`config.mk`:
```
export PLATFORM = sky130hd
export DESIGN_NAME = ssp_speed_ctl
export DESIGN_NICKNAME = d
export VERILOG_FILES = /design/src/common/ssp_pkg.sv /design/src/logic/ssp_pwm_gen.sv /design/src/logic/ssp_speed_ctl.sv
export SDC_FILE = /design/constraint.sdc
export NUM_CORES = 1
export LEC_CHECK = 0
export BUFFER_PORTS_ARGS = -buffer_cell sky130_fd_sc_hd__buf_2
export CORE_ASPECT_RATIO = 0.8
export CORE_UTILIZATION = 60
export DETAILED_ROUTE_END_ITERATION = 8
export PLACE_DENSITY = 0.77
export SYNTH_ARGS = -nofsm -noshare
export SYNTH_HDL_FRONTEND = slang
export SYNTH_SLANG_ARGS = --single-unit
export TNS_END_PERCENT = 5
```
`constraint.sdc`:
```
create_clock -name sys_clk -period 11.5 [get_ports sys_clk]
set_input_delay 0 -clock sys_clk [delete_from_list [all_inputs] [get_ports sys_clk]]
set_output_delay 0 -clock sys_clk [all_outputs]
set_load 0.005 [all_outputs]
```
`src/common/ssp_pkg.sv`:
```
// package for the spindle speed pwm controller
package ssp_pkg;
  localparam int unsigned CLK_HZ       = 100_000_000;
  localparam int unsigned SENSE_SYNC   = 2;
  localparam int unsigned STEPS        = 8;
  localparam int unsigned STEP_W       = 3;
  localparam logic [2:0]  STEP_MIN     = 3'h0;
  localparam logic [2:0]  STEP_MAX     = 3'h7;
  localparam int unsigned REF_DIV      = 100;
  localparam int unsigned PWM_SLOT     = 16;
  localparam int unsigned CNT_W        = 24;
  localparam int unsigned TARGET_REFS  = 10000;
  localparam int unsigned ERR_SHIFT    = 4;
  localparam logic        PHASE_RESET  = 1'b0;

  typedef enum logic [1:0] {
    SSP_IDLE  = 2'b00,
    SSP_START = 2'b01,
    SSP_RUN   = 2'b10
  } ssp_state_t;

  typedef struct packed {
    logic       drive_pwm;
    logic       phase_a;
    logic       phase_b;
    logic       at_speed;
  } ssp_drive_t;
endpackage

```
`src/logic/ssp_pwm_gen.sv`:
```
// eight-step duty cycle pulse generator
`timescale 1ns/100ps
`default_nettype none
module ssp_pwm_gen
  import ssp_pkg::*;
#(
  parameter int unsigned SLOT = PWM_SLOT
) (
  input  wire logic              sys_clk,
  input  wire logic              rst_n,
  input  wire logic              tick,
  input  wire logic [STEP_W-1:0] step,
  input  wire logic              full,
  output logic                   pwm
);
  localparam int unsigned PER = (STEPS - 1) * SLOT;
  localparam int unsigned PW  = $clog2(PER + 1);
  initial begin
    if (SLOT < 1) $error("ssp_pwm_gen: slot must be at least one");
  end

  logic [PW-1:0] pos_r;
  logic [PW-1:0] pos_nxt;
  wire  [PW-1:0] width;
  wire           pwm_nxt;

  // step 0 is 0 %, step 7 covers the whole period (100 %)
  assign width   = PW'(step * SLOT);
  assign pos_nxt = (pos_r == PW'(PER - 1)) ? '0 : pos_r + PW'(1);
  assign pwm_nxt = full | (pos_r < width);

  always_ff @(posedge sys_clk) begin
    if (!rst_n) begin
      pos_r <= '0;
      pwm   <= 1'b0;
    end else if (tick) begin
      pos_r <= pos_nxt;
      pwm   <= pwm_nxt;
    end
  end
endmodule
`default_nettype wire

```
`src/logic/ssp_speed_ctl.sv`:
```
// spindle speed controller: speed measurement, pwm drive, commutation
// Functional notes
// - measure spindle period in reference clock ticks derived from the processor clock
// - drive pulse width grows with how far speed falls below target
// - duty cycle has eight steps, zero to one hundred percent
// - during start-up the drive is held at full duty
// - commutation advances once per phase on each sensor edge
`timescale 1ns/100ps
`default_nettype none
module ssp_speed_ctl
  import ssp_pkg::*;
#(
  parameter int unsigned DIV    = REF_DIV,
  parameter int unsigned TARGET = TARGET_REFS,
  parameter int unsigned SHIFT  = ERR_SHIFT
) (
  input  wire logic   sys_clk,
  input  wire logic   rst_n,
  input  wire logic   motor_on,
  input  wire logic   sensor,
  output ssp_drive_t  drive
);
  initial begin
    if (DIV < 2) $error("ssp_speed_ctl: divider must be at least two");
    if (TARGET < 2 || TARGET >= (1 << (CNT_W - 1)))
      $error("ssp_speed_ctl: target out of range");
    if (SHIFT >= CNT_W)
      $error("ssp_speed_ctl: shift must stay below the counter width");
    if (STEPS != (1 << STEP_W))
      $error("ssp_speed_ctl: step count does not match step width");
    if (SENSE_SYNC < 2)
      $error("ssp_speed_ctl: sensor needs at least two synchroniser stages");
  end

  localparam int unsigned      DW  = $clog2(DIV);
  localparam logic [CNT_W-1:0] TGT = CNT_W'(TARGET);

  logic [DW-1:0]    div_r;
  logic             ref_r;
  logic [SENSE_SYNC-1:0] sync_r;
  logic             sens_d_r;
  logic [CNT_W-1:0] per_cnt_r;
  logic [CNT_W-1:0] per_r;
  logic             per_ok_r;
  logic             ph_r;
  logic [STEP_W-1:0] step_r;
  logic             at_speed_r;
  ssp_state_t       state_r;
  ssp_state_t       state_nxt;
  logic             pwm;

  wire              sens_edge;
  wire [CNT_W-1:0]  per_cnt_nxt;
  wire [CNT_W-1:0]  err;
  wire [CNT_W-1:0]  err_q;
  wire [STEP_W-1:0] step_nxt;
  wire              full;
  wire              div_wrap;
  wire              at_target;
  wire              in_run;
  wire              ph_nxt;
  wire              drive_en;
  wire ssp_drive_t  drive_nxt;

  // reference tick from the processor clock
  always_ff @(posedge sys_clk) begin
    if (!rst_n) begin
      div_r <= '0;
      ref_r <= 1'b0;
    end else begin
      div_r <= div_wrap ? '0 : div_r + DW'(1);
      ref_r <= div_wrap;
    end
  end
  assign div_wrap = (div_r == DW'(DIV - 1));

  always_ff @(posedge sys_clk) begin
    if (!rst_n) begin
      sync_r   <= '0;
      sens_d_r <= 1'b0;
    end else begin
      sync_r[0] <= sensor;
      for (int i = 1; i < SENSE_SYNC; i++) begin
        sync_r[i] <= sync_r[i-1];
      end
      sens_d_r <= sync_r[SENSE_SYNC-1];
    end
  end
  assign sens_edge = sync_r[SENSE_SYNC-1] ^ sens_d_r;

  // period count saturates so a stalled motor reads as slowest
  assign per_cnt_nxt = (per_cnt_r == '1) ? per_cnt_r : per_cnt_r + CNT_W'(1);

  // motor off clears the measurement and parks per_r at all ones, which reads as slowest
  always_ff @(posedge sys_clk) begin
    if (!rst_n || !motor_on) begin
      per_cnt_r <= '0;
      per_r     <= '1;
      per_ok_r  <= 1'b0;
    end else if (sens_edge) begin
      per_r     <= per_cnt_r;
      per_cnt_r <= '0;
      per_ok_r  <= 1'b1;
    end else if (ref_r) begin
      per_cnt_r <= per_cnt_nxt;
      if (per_cnt_nxt > per_r) begin
        per_r <= per_cnt_nxt;
      end
    end
  end

  // longer period than target means too slow
  assign err       = (per_r > TGT) ? per_r - TGT : '0;
  assign err_q     = err >> SHIFT;

  // shared decodes
  assign at_target = (err == '0);
  assign in_run    = (state_r == SSP_RUN);

  // clamp the scaled error onto the duty steps
  function automatic logic [STEP_W-1:0] to_step(input logic [CNT_W-1:0] e);
    logic [STEP_W-1:0] s;
    s = STEP_MIN;
    if (e > CNT_W'(STEP_MAX)) begin
      s = STEP_MAX;
    end else begin
      s = e[STEP_W-1:0];
    end
    return s;
  endfunction

  assign step_nxt = at_target ? STEP_MIN : to_step(err_q);

  // full drive holds until one measured period lands at or under target
  always_comb begin
    state_nxt = state_r;
    case (state_r)
      SSP_IDLE: begin
        if (motor_on)
          state_nxt = SSP_START;
      end
      SSP_START: begin
        if (!motor_on)
          state_nxt = SSP_IDLE;
        else if (per_ok_r && at_target)
          state_nxt = SSP_RUN;
      end
      SSP_RUN: begin
        if (!motor_on)
          state_nxt = SSP_IDLE;
      end
      default: begin
        state_nxt = SSP_IDLE;
      end
    endcase
  end

  always_ff @(posedge sys_clk) begin
    if (!rst_n) begin
      state_r <= SSP_IDLE;
    end else begin
      state_r <= state_nxt;
    end
  end

  // step and at-speed follow the measurement only once running
  always_ff @(posedge sys_clk) begin
    if (!rst_n) begin
      step_r     <= STEP_MIN;
      at_speed_r <= 1'b0;
    end else begin
      step_r     <= in_run ? step_nxt : STEP_MIN;
      at_speed_r <= in_run && at_target;
    end
  end

  // phase parks while the motor is off so every start begins on phase a
  assign ph_nxt = !motor_on ? PHASE_RESET :
                  sens_edge ? ~ph_r       :
                  ph_r;

  always_ff @(posedge sys_clk) begin
    if (!rst_n) begin
      ph_r <= PHASE_RESET;
    end else begin
      ph_r <= ph_nxt;
    end
  end

  assign full = (state_r == SSP_START);

  ssp_pwm_gen #(
    .SLOT (PWM_SLOT)
  ) u_pwm (
    .sys_clk (sys_clk),
    .rst_n   (rst_n),
    .tick    (ref_r),
    .step    (step_r),
    .full    (full),
    .pwm     (pwm)
  );

  // pwm level feeds the external filter and current amplifier
  assign drive_en  = motor_on;
  assign drive_nxt = '{
    drive_pwm: pwm & drive_en,
    phase_a:   drive_en & ~ph_r,
    phase_b:   drive_en & ph_r,
    at_speed:  at_speed_r
  };

  always_ff @(posedge sys_clk) begin
    if (!rst_n) begin
      drive <= '0;
    end else begin
      drive <= drive_nxt;
    end
  end
endmodule
`default_nettype wire

```
==> results of run 1 <==
routing by layer:
metal	vias up	part of all wire, %
met1	2177	47
li1	2249	-
met4	0	1.6
met3	22	9.8
met2	208	42
met5	-	0
placed cells by master, fill, tap and decap left out, drive strengths merged, types with 12 or more instances in the layout:
cell type	Yosys	final
inv	33	33
a21oi	35	35
and2	12	12
nor3	26	26
ha	31	31
nor2	70	70
nand2	46	46
xnor2	19	19
xor2	28	28
o21ai	21	21
o31ai	16	16
nand4	23	23
nand3	37	37
dfxtp	79	79
sequential cells by signal (all words and copies together) (netlist names), 2 cells and up:
| signal | flops |
|---|---|
| u_pwm.pos_r | 7 |
| div_r | 7 |
| state_r | 2 |
| per_r | 24 |
| step_r | 3 |
| per_cnt_r | 24 |
| drive | 4 |
| sync_r | 2 |
metrics by stage:
step	hold slack (ps)	util, %	worst slack [ps]	std cells	cell area, um^2
floorplan	127	-	7400	643	5090
global placement	205	63.2	6640	719	5090
detailed placement	221	63.2	6310	719	5090
CTS	0.603	65.8	6300	737	5300
global route	65.6	65.8	5840	737	5300
finish	10.5	65.8	6250	737	5300
cells in the mapped netlist, types with 3 or more instances:
library cell               number
sky130_fd_sc_hd__and3_1        11
sky130_fd_sc_hd__o21a_1         5
sky130_fd_sc_hd__xor2_1        28
sky130_fd_sc_hd__dfxtp_1       79
sky130_fd_sc_hd__a21o_1         3
sky130_fd_sc_hd__o21ai_0       20
sky130_fd_sc_hd__nand4_1       23
sky130_fd_sc_hd__nor2b_1        5
sky130_fd_sc_hd__nor3_1        24
sky130_fd_sc_hd__a21oi_1       35
sky130_fd_sc_hd__or2_2          9
sky130_fd_sc_hd__nor4_1        10
sky130_fd_sc_hd__a31o_2         3
sky130_fd_sc_hd__a211oi_1       5
sky130_fd_sc_hd__nand3_1       36
sky130_fd_sc_hd__o31a_1         6
sky130_fd_sc_hd__nor2_1        70
sky130_fd_sc_hd__clkbuf_1      20
sky130_fd_sc_hd__a31oi_1        9
sky130_fd_sc_hd__and2_1        12
sky130_fd_sc_hd__mux2i_1        7
sky130_fd_sc_hd__inv_1         33
sky130_fd_sc_hd__ha_1          31
sky130_fd_sc_hd__or3_1          9
sky130_fd_sc_hd__o31ai_1       14
sky130_fd_sc_hd__a21boi_0       3
sky130_fd_sc_hd__or4_1          3
sky130_fd_sc_hd__buf_4          8
sky130_fd_sc_hd__o211ai_1       3
sky130_fd_sc_hd__buf_2         11
sky130_fd_sc_hd__xnor2_1       19
sky130_fd_sc_hd__nand2_1       45
final cells by class:
type	count	area, um^2	area share, %
clock inverter	5	58.8	1.11
timing repair buffer	13	85.1	1.61
inverter	33	124	2.34
multi-input combinational	488	3180	60.1
sequential	79	1580	29.9
clock buffer	11	131	2.48
tap	108	135	2.55
power by group:
part	switching, mW	internal (mW)	total (mW)
combinational	0.0196	0.0110	0.0306
sequential	0.00543	0.278	0.284
clock	0.106	0.100	0.206
total	0.131	0.390	0.521
worst max path at each step:
stage | start | endpoint
after CTS | per_cnt_r[0] | per_r[15]
after global routing | per_cnt_r[0] | per_r[15]
after floorplan | per_cnt_r[0] | per_r[3]
final | per_cnt_r[0] | per_r[15]
after global placement | per_cnt_r[0] | per_r[15]
after detailed placement | per_cnt_r[0] | per_r[15]
cell families after synthesis:
kind of cell / count (synthesis) / synth area share (%)
muxes: 9 / 1.82
AOI/OAI and AO/OA: 130 / 17.7
xor gates and xnor gates: 47 / 8.09
buffers and inverters: 76 / 6.76
and+or+nand+nor: 271 / 26.9
DFF: 79 / 31.1
adders and majority gates: 31 / 7.62
critical path: cells and delay by family (launching register included):
family	cells	cell delay, ps
flip-flops	1	460
AO/OA/AOI/OAI	4	1840
adder cells (fa/ha/maj)	2	630
multiplexers	1	430
AND/OR/NAND/NOR	6	1790
==> out/metrics.cfg, run 1 <==
[status]
outcome=complete, no violations

[die]
design.core.area_um2=8060
die_x_extent_um=105
die_ar_um2=8850
io_pins=8
die_span_in_y_um=84.4
start_util_pct=63.2
placement_row_count=29

[grt]
antenna_violations_before_repair=0
gr-total-overflow=0
met1_usage_pct=42.9
grt_max_degree=37
vias_in_the_first_global_route=4449
groute.usage.overall_pct=30.1
use_met2_pct=44.9
wire_length_of_the_first_global_routing_pass_mm=21.2
global_route.peak_usage_layer=met2
use_met3_pct=6.06

[sta]
transition_at_the_pin_with_the_smallest_max_transition_slack_ps=1150
setup_viol=0
finalCritPeriodShare_pct=45.6
tns_ps=0
max_slew_margin_pct=23.3
final.setup_skew_ps=11.1
max_clock_freq_mhz=191
final.min_clock_period_ps=5250
rsz_0062_raised_after_global_routing=no
report.final.hold_viol_count=0
final_max_slew_violation_count=0

[final_layout]
fillCellCount=689
area_growth_from_synthesis_to_layout_pct=4.13
antenna_cells_inserted=0
post_layout_net_count=659
drive_above_1_share_pct=8.43

[worst_setup_path]
cp.required_ps=11790
timing.critical_path.from_type=flop
worstPathArrival_ps=5540
rr_endpoint=per_r[15]
worst_reg2reg_path_length_in_cells=13
setup.reg_to_reg.worst_slack_ps=6250
cell_chain_critical_path=ha_1 -> nand3_2 -> or3_1 -> o311a_1 -> and4b_1 -> or2_1 -> ha_1 -> nand4_1 -> nor4_1 -> o31a_1 -> o31a_1 -> mux2_2 -> a22oi_1
crit_path_max_incr_delay_ps=920
crit_slowest_cell=sky130_fd_sc_hd__o31a_1
crit_fanout=27
reg2reg_launch_point=per_cnt_r[0]
path_class=reg -> reg
setup.worst_path.end_class=flop

[clock_network]
cts_resized=0
cts_made_buffers=9
clkSlewWorstSetupHoldPaths_ps=80
worstSkewPairLatency_ps=360
h-tree-depth=3
cts_tree=yes
post_cts_buffers=0
cts_hold_buffers=2
clock_tree.buffer_depth=2
clock_sinks=79
root_cell_of_the_clock_tree=sky130_fd_sc_hd__clkbuf_8

[logic_synthesis]
syn-mean-instance-area_um2=7.91
synth.ff_latch_count=79
yosysWarnings=0
postSynth.topFlopCell=sky130_fd_sc_hd__dfxtp_1
synth.cell_area_um2=5090
synthesized_instance_count=643
synthDominantCellAreaShare_pct=31.1
synth_largest_area_cell=sky130_fd_sc_hd__dfxtp_1
synth_fp_nets=678
asyncSetResetFlopFracSynth_pct=0
yosysUniqueCellTypes=68
yosysSeqAreaShare_pct=31.1
number_of_enable_flip_flop_cells_after_synthesis=0
yosys-top-cells-area=sky130_fd_sc_hd__dfxtp_1 (31%), sky130_fd_sc_hd__ha_1 (7.6%), sky130_fd_sc_hd__nor2_1 (5.2%), sky130_fd_sc_hd__xor2_1 (4.8%), sky130_fd_sc_hd__nand3_1 (3.5%)

[hold_path]
start_point_of_the_worst_hold_path=rst_n
min-delay-path-class=in -> reg
worstHoldPathCells=3
min_delay_worst_endpoint=at_speed_r

[job]
maxCapViolCount=0

[place]
gp_routability_congestion=0.952
hpwlAfterDp_mm=9.31
portBuffers=7

[routing]
viasPerCell=6.32
drt_iter0_drc=392
route.vias.total=4656
detailedRoute.firstPassIterationCount=6
ant_nets=0
detail_route.wirelength_mm=12.5
route.detailed.wl_per_inst_um=17.0
remaining_drc_errors=0

[pwr]
power.static_leakage_nw=2.22
total_power_mw=0.521
power_density_nw_per_um2=98.3
irDropWorstVdd_mv=0.0754

(Power assumes the default switching activity.)
==> run 2: changes to the inputs <==
ABC_AREA = 1   (was not set)
PLACE_DENSITY = 0.76   (was 0.77)
clock period = 5.2 ns   (was 11.5 ns; I/O delays follow)
==> out/metrics.cfg, run 2 <==
[routing]
met3_routed_wl_um=843  ; -32%
maxUsedRoutingLayer=met4
detail_route.wirelength_mm=12.9  ; +2.9%
route.vias.total=4912  ; +5.5%
wirelength_met1_mm=6.34  ; +8.7%
ant_nets=0  ; unchanged
remaining_drc_errors=0  ; unchanged
drt_iter0_drc=432  ; +10%
met2RoutedLength_mm=5.50  ; +4.3%
viasPerCell=5.66  ; -10%
detailedRoute.firstPassIterationCount=5  ; -1
route.detailed.wl_per_inst_um=14.9  ; -13%

[logic_synthesis]
synth.ff_latch_count=79  ; unchanged
syn-mean-instance-area_um2=6.91  ; -13%
asyncSetResetFlopFracSynth_pct=0  ; unchanged
yosysSeqAreaShare_pct=30.4  ; -0.73 points
yosys-top-cells-count=sky130_fd_sc_hd__nand2_1 (119), sky130_fd_sc_hd__inv_1 (96), sky130_fd_sc_hd__dfxtp_1 (79)
synthesized_instance_count=754  ; +17%
synthDominantCellAreaShare_pct=30.4  ; -0.73 points
postSynth.topFlopCell=sky130_fd_sc_hd__dfxtp_1
yosys-top-cells-area=sky130_fd_sc_hd__dfxtp_1 (30%), sky130_fd_sc_hd__nand2_1 (8.6%), sky130_fd_sc_hd__ha_1 (7.4%), sky130_fd_sc_hd__inv_1 (6.9%), sky130_fd_sc_hd__nand3_1 (5.7%)
number_of_enable_flip_flop_cells_after_synthesis=0  ; unchanged
synth.cell_area_um2=5210  ; +2.4%
yosysUniqueCellTypes=40  ; -41%
yosysWarnings=0  ; unchanged
synthMostInstantiatedCell=sky130_fd_sc_hd__nand2_1
synth_largest_area_cell=sky130_fd_sc_hd__dfxtp_1
synth_fp_nets=789  ; +16%

[sta]
max_slew_margin_pct=20.6  ; -2.7 points
finalCritPeriodShare_pct=89.3  ; +44 points
final.setup_skew_ps=10.8  ; -0.297 ps
transition_at_the_pin_with_the_smallest_max_transition_slack_ps=1190  ; +36.6 ps
report.final.hold_viol_count=0  ; unchanged
tns_ps=0  ; unchanged
rsz_0062_raised_after_global_routing=no
final.min_clock_period_ps=4650  ; -602 ps
final_max_slew_violation_count=0  ; unchanged
max_clock_freq_mhz=215  ; +13%
setup_viol=0  ; unchanged

[worst_setup_path]
crit_path_max_incr_delay_ps=940  ; +20 ps
worstPathArrival_ps=4880  ; -660 ps
timing.critical_path.from_type=flop
cell_chain_critical_path=ha_1 -> inv_1 -> nor3_4 -> nand2_2 -> and3b_1 -> nand2_2 -> o21ai_1 -> ha_1 -> nand2_1 -> inv_1 -> nand3_1 -> nor2_1 -> a31oi_2 -> nand2_1 -> nand3_1 -> nand3b_1
reg2reg_launch_point=per_cnt_r[1]
crit_fanout=25  ; -7.4%
setup.reg_to_reg.worst_slack_ps=550  ; -5700 ps
setup.worst_path.end_class=flop
worst_reg2reg_path_length_in_cells=16  ; +3
cp.required_ps=5430  ; -6360 ps
path_class=reg -> reg
rr_endpoint=per_r[6]
crit_slowest_cell=sky130_fd_sc_hd__a31oi_2

[clock_network]
post_cts_buffers=0  ; unchanged
clock_tree.buffer_depth=2  ; unchanged
cts_hold_buffers=3  ; +1
clock_sinks=79  ; unchanged
cts_tree=yes
worstSkewPairLatency_ps=360  ; about the same
h-tree-depth=3  ; unchanged
cts_made_buffers=9  ; unchanged
cts_resized=0  ; unchanged
clkSlewWorstSetupHoldPaths_ps=90  ; about the same
root_cell_of_the_clock_tree=sky130_fd_sc_hd__clkbuf_8

[grt]
vias_in_the_first_global_route=4473  ; +0.54%
gr-total-overflow=0  ; unchanged
antenna_violations_before_repair=0  ; unchanged
groute.usage.overall_pct=30.0  ; -0.064 points
grt_max_degree=73  ; +97%
wire_length_of_the_first_global_routing_pass_mm=21.3  ; +0.52%

[hold_path]
worstHoldPathCells=3  ; unchanged
min-delay-path-class=in -> reg
min_delay_worst_endpoint=drive[1]
start_point_of_the_worst_hold_path=motor_on

[pwr]
power.static_leakage_nw=2.69  ; +21%
irDropWorstVdd_mv=0.218  ; +190%
power_density_nw_per_um2=218  ; +120%

[final_layout]
fillCellCount=778  ; +13%
drive_above_1_share_pct=10.8  ; +2.4 points
layout.cells.most_common=sky130_fd_sc_hd__nand2_1
antenna_cells_inserted=0  ; unchanged
largest_registers=per_cnt_r x24, per_r x24
post_layout_net_count=786  ; +19%
most-common-layout-cells=sky130_fd_sc_hd__nand2_1 (119), sky130_fd_sc_hd__inv_1 (96), sky130_fd_sc_hd__dfxtp_1 (79), sky130_fd_sc_hd__nor2_1 (74), sky130_fd_sc_hd__nand3_1 (59)
area_growth_from_synthesis_to_layout_pct=6.36
post-route-util_pct=65.6  ; -0.15 points

[place]
portBuffers=7  ; unchanged
gp_routability_congestion=0.961  ; +0.97%
hpwlAfterDp_mm=9.86  ; +5.9%

[die]
die_span_in_y_um=85.3  ; +1.2%
die_x_extent_um=106  ; +1.2%
design.core.area_um2=8450  ; +4.8%
io_pins=8  ; unchanged
die_ar_um2=9060  ; +2.4%
placement_row_count=30  ; +3.4%
start_util_pct=61.7  ; -1.5 points

[status]
outcome=complete, no violations

[job]
maxCapViolCount=0  ; unchanged

## run 2: where the power goes
part	internal (mW)	leakage [nW]	switching, mW	total, mW
clock	0.274	0.104	0.240	0.514
combinational	0.0247	1.94	0.0460	0.0707
sequential	0.615	0.641	0.0109	0.626
## run 2: area by class of cell
cell class | count | area [um^2] | area share, %
timing repair buffer | 11 | 72.6 | 1.31
clock inverter | 6 | 92.6 | 1.67
clock buffer | 10 | 128 | 2.30
inverter | 110 | 413 | 7.45
sequential | 79 | 1580 | 28.5
multi-input combinational | 540 | 3110 | 56.2
tap | 112 | 140 | 2.53
## run 2: critical path, delay by kind of cell (launching register included)
| kind | cells | cell delay, ps |
|---|---|---|
| and+or+nand+nor | 10 | 2180 |
| AOI/OAI and AO/OA | 2 | 1230 |
| adders and majority gates | 2 | 550 |
| DFF | 1 | 420 |
| buffers and inverters | 2 | 130 |
## run 2: kinds of logic (layout without fill, tap and decap cells)
group | after synthesis | count (layout) | synth area share (%)
and+or+nand+nor | 366 | 366 | 35.8
DFF | 79 | 79 | 30.4
AOI/OAI and AO/OA | 118 | 118 | 12.1
buffers and inverters | 135 | 137 | 9.99
xor gates and xnor gates | 25 | 25 | 4.35
adders and majority gates | 31 | 31 | 7.44
## run 2: per-stage QoR
stage | hold slack (ps) | power [mW] | cell area, um^2 | instances | worst slack (ps)
after floorplan | 97.6 | 0.691 | 5210 | 754 | 2260
after global placement | 184 | 0.704 | 5290 | 849 | 907
after detailed placement | 191 | 0.708 | 5290 | 849 | 707
after CTS | 43.2 | 1.21 | 5540 | 868 | 677
after global routing | 69.0 | 1.25 | 5540 | 868 | 289
final | 66.4 | 1.21 | 5540 | 868 | 554
## run 2: worst max-delay path by stage
| stage | from | to | slack [ps] |
|---|---|---|---|
| 6_report | per_cnt_r[1] | per_r[6] | 550 |
| 5_1_grt | per_cnt_r[1] | per_r[23] | 290 |
| 4_1_cts | per_cnt_r[0] | per_r[6] | 680 |
| 3_5_place_dp | per_cnt_r[0] | per_r[6] | 710 |
| 3_3_place_gp | per_cnt_r[0] | per_r[1] | 910 |
| 2_1_floorplan | per_cnt_r[0] | per_r[1] | 2260 |
## run 2: routing by layer
metal / track usage (%) / vias up
met4: 8.84 / 0
met5: 0 / -
met2: 45.4 / 159
li1: - / 2491
met1: 43.4 / 2241
met3: 5.45 / 21
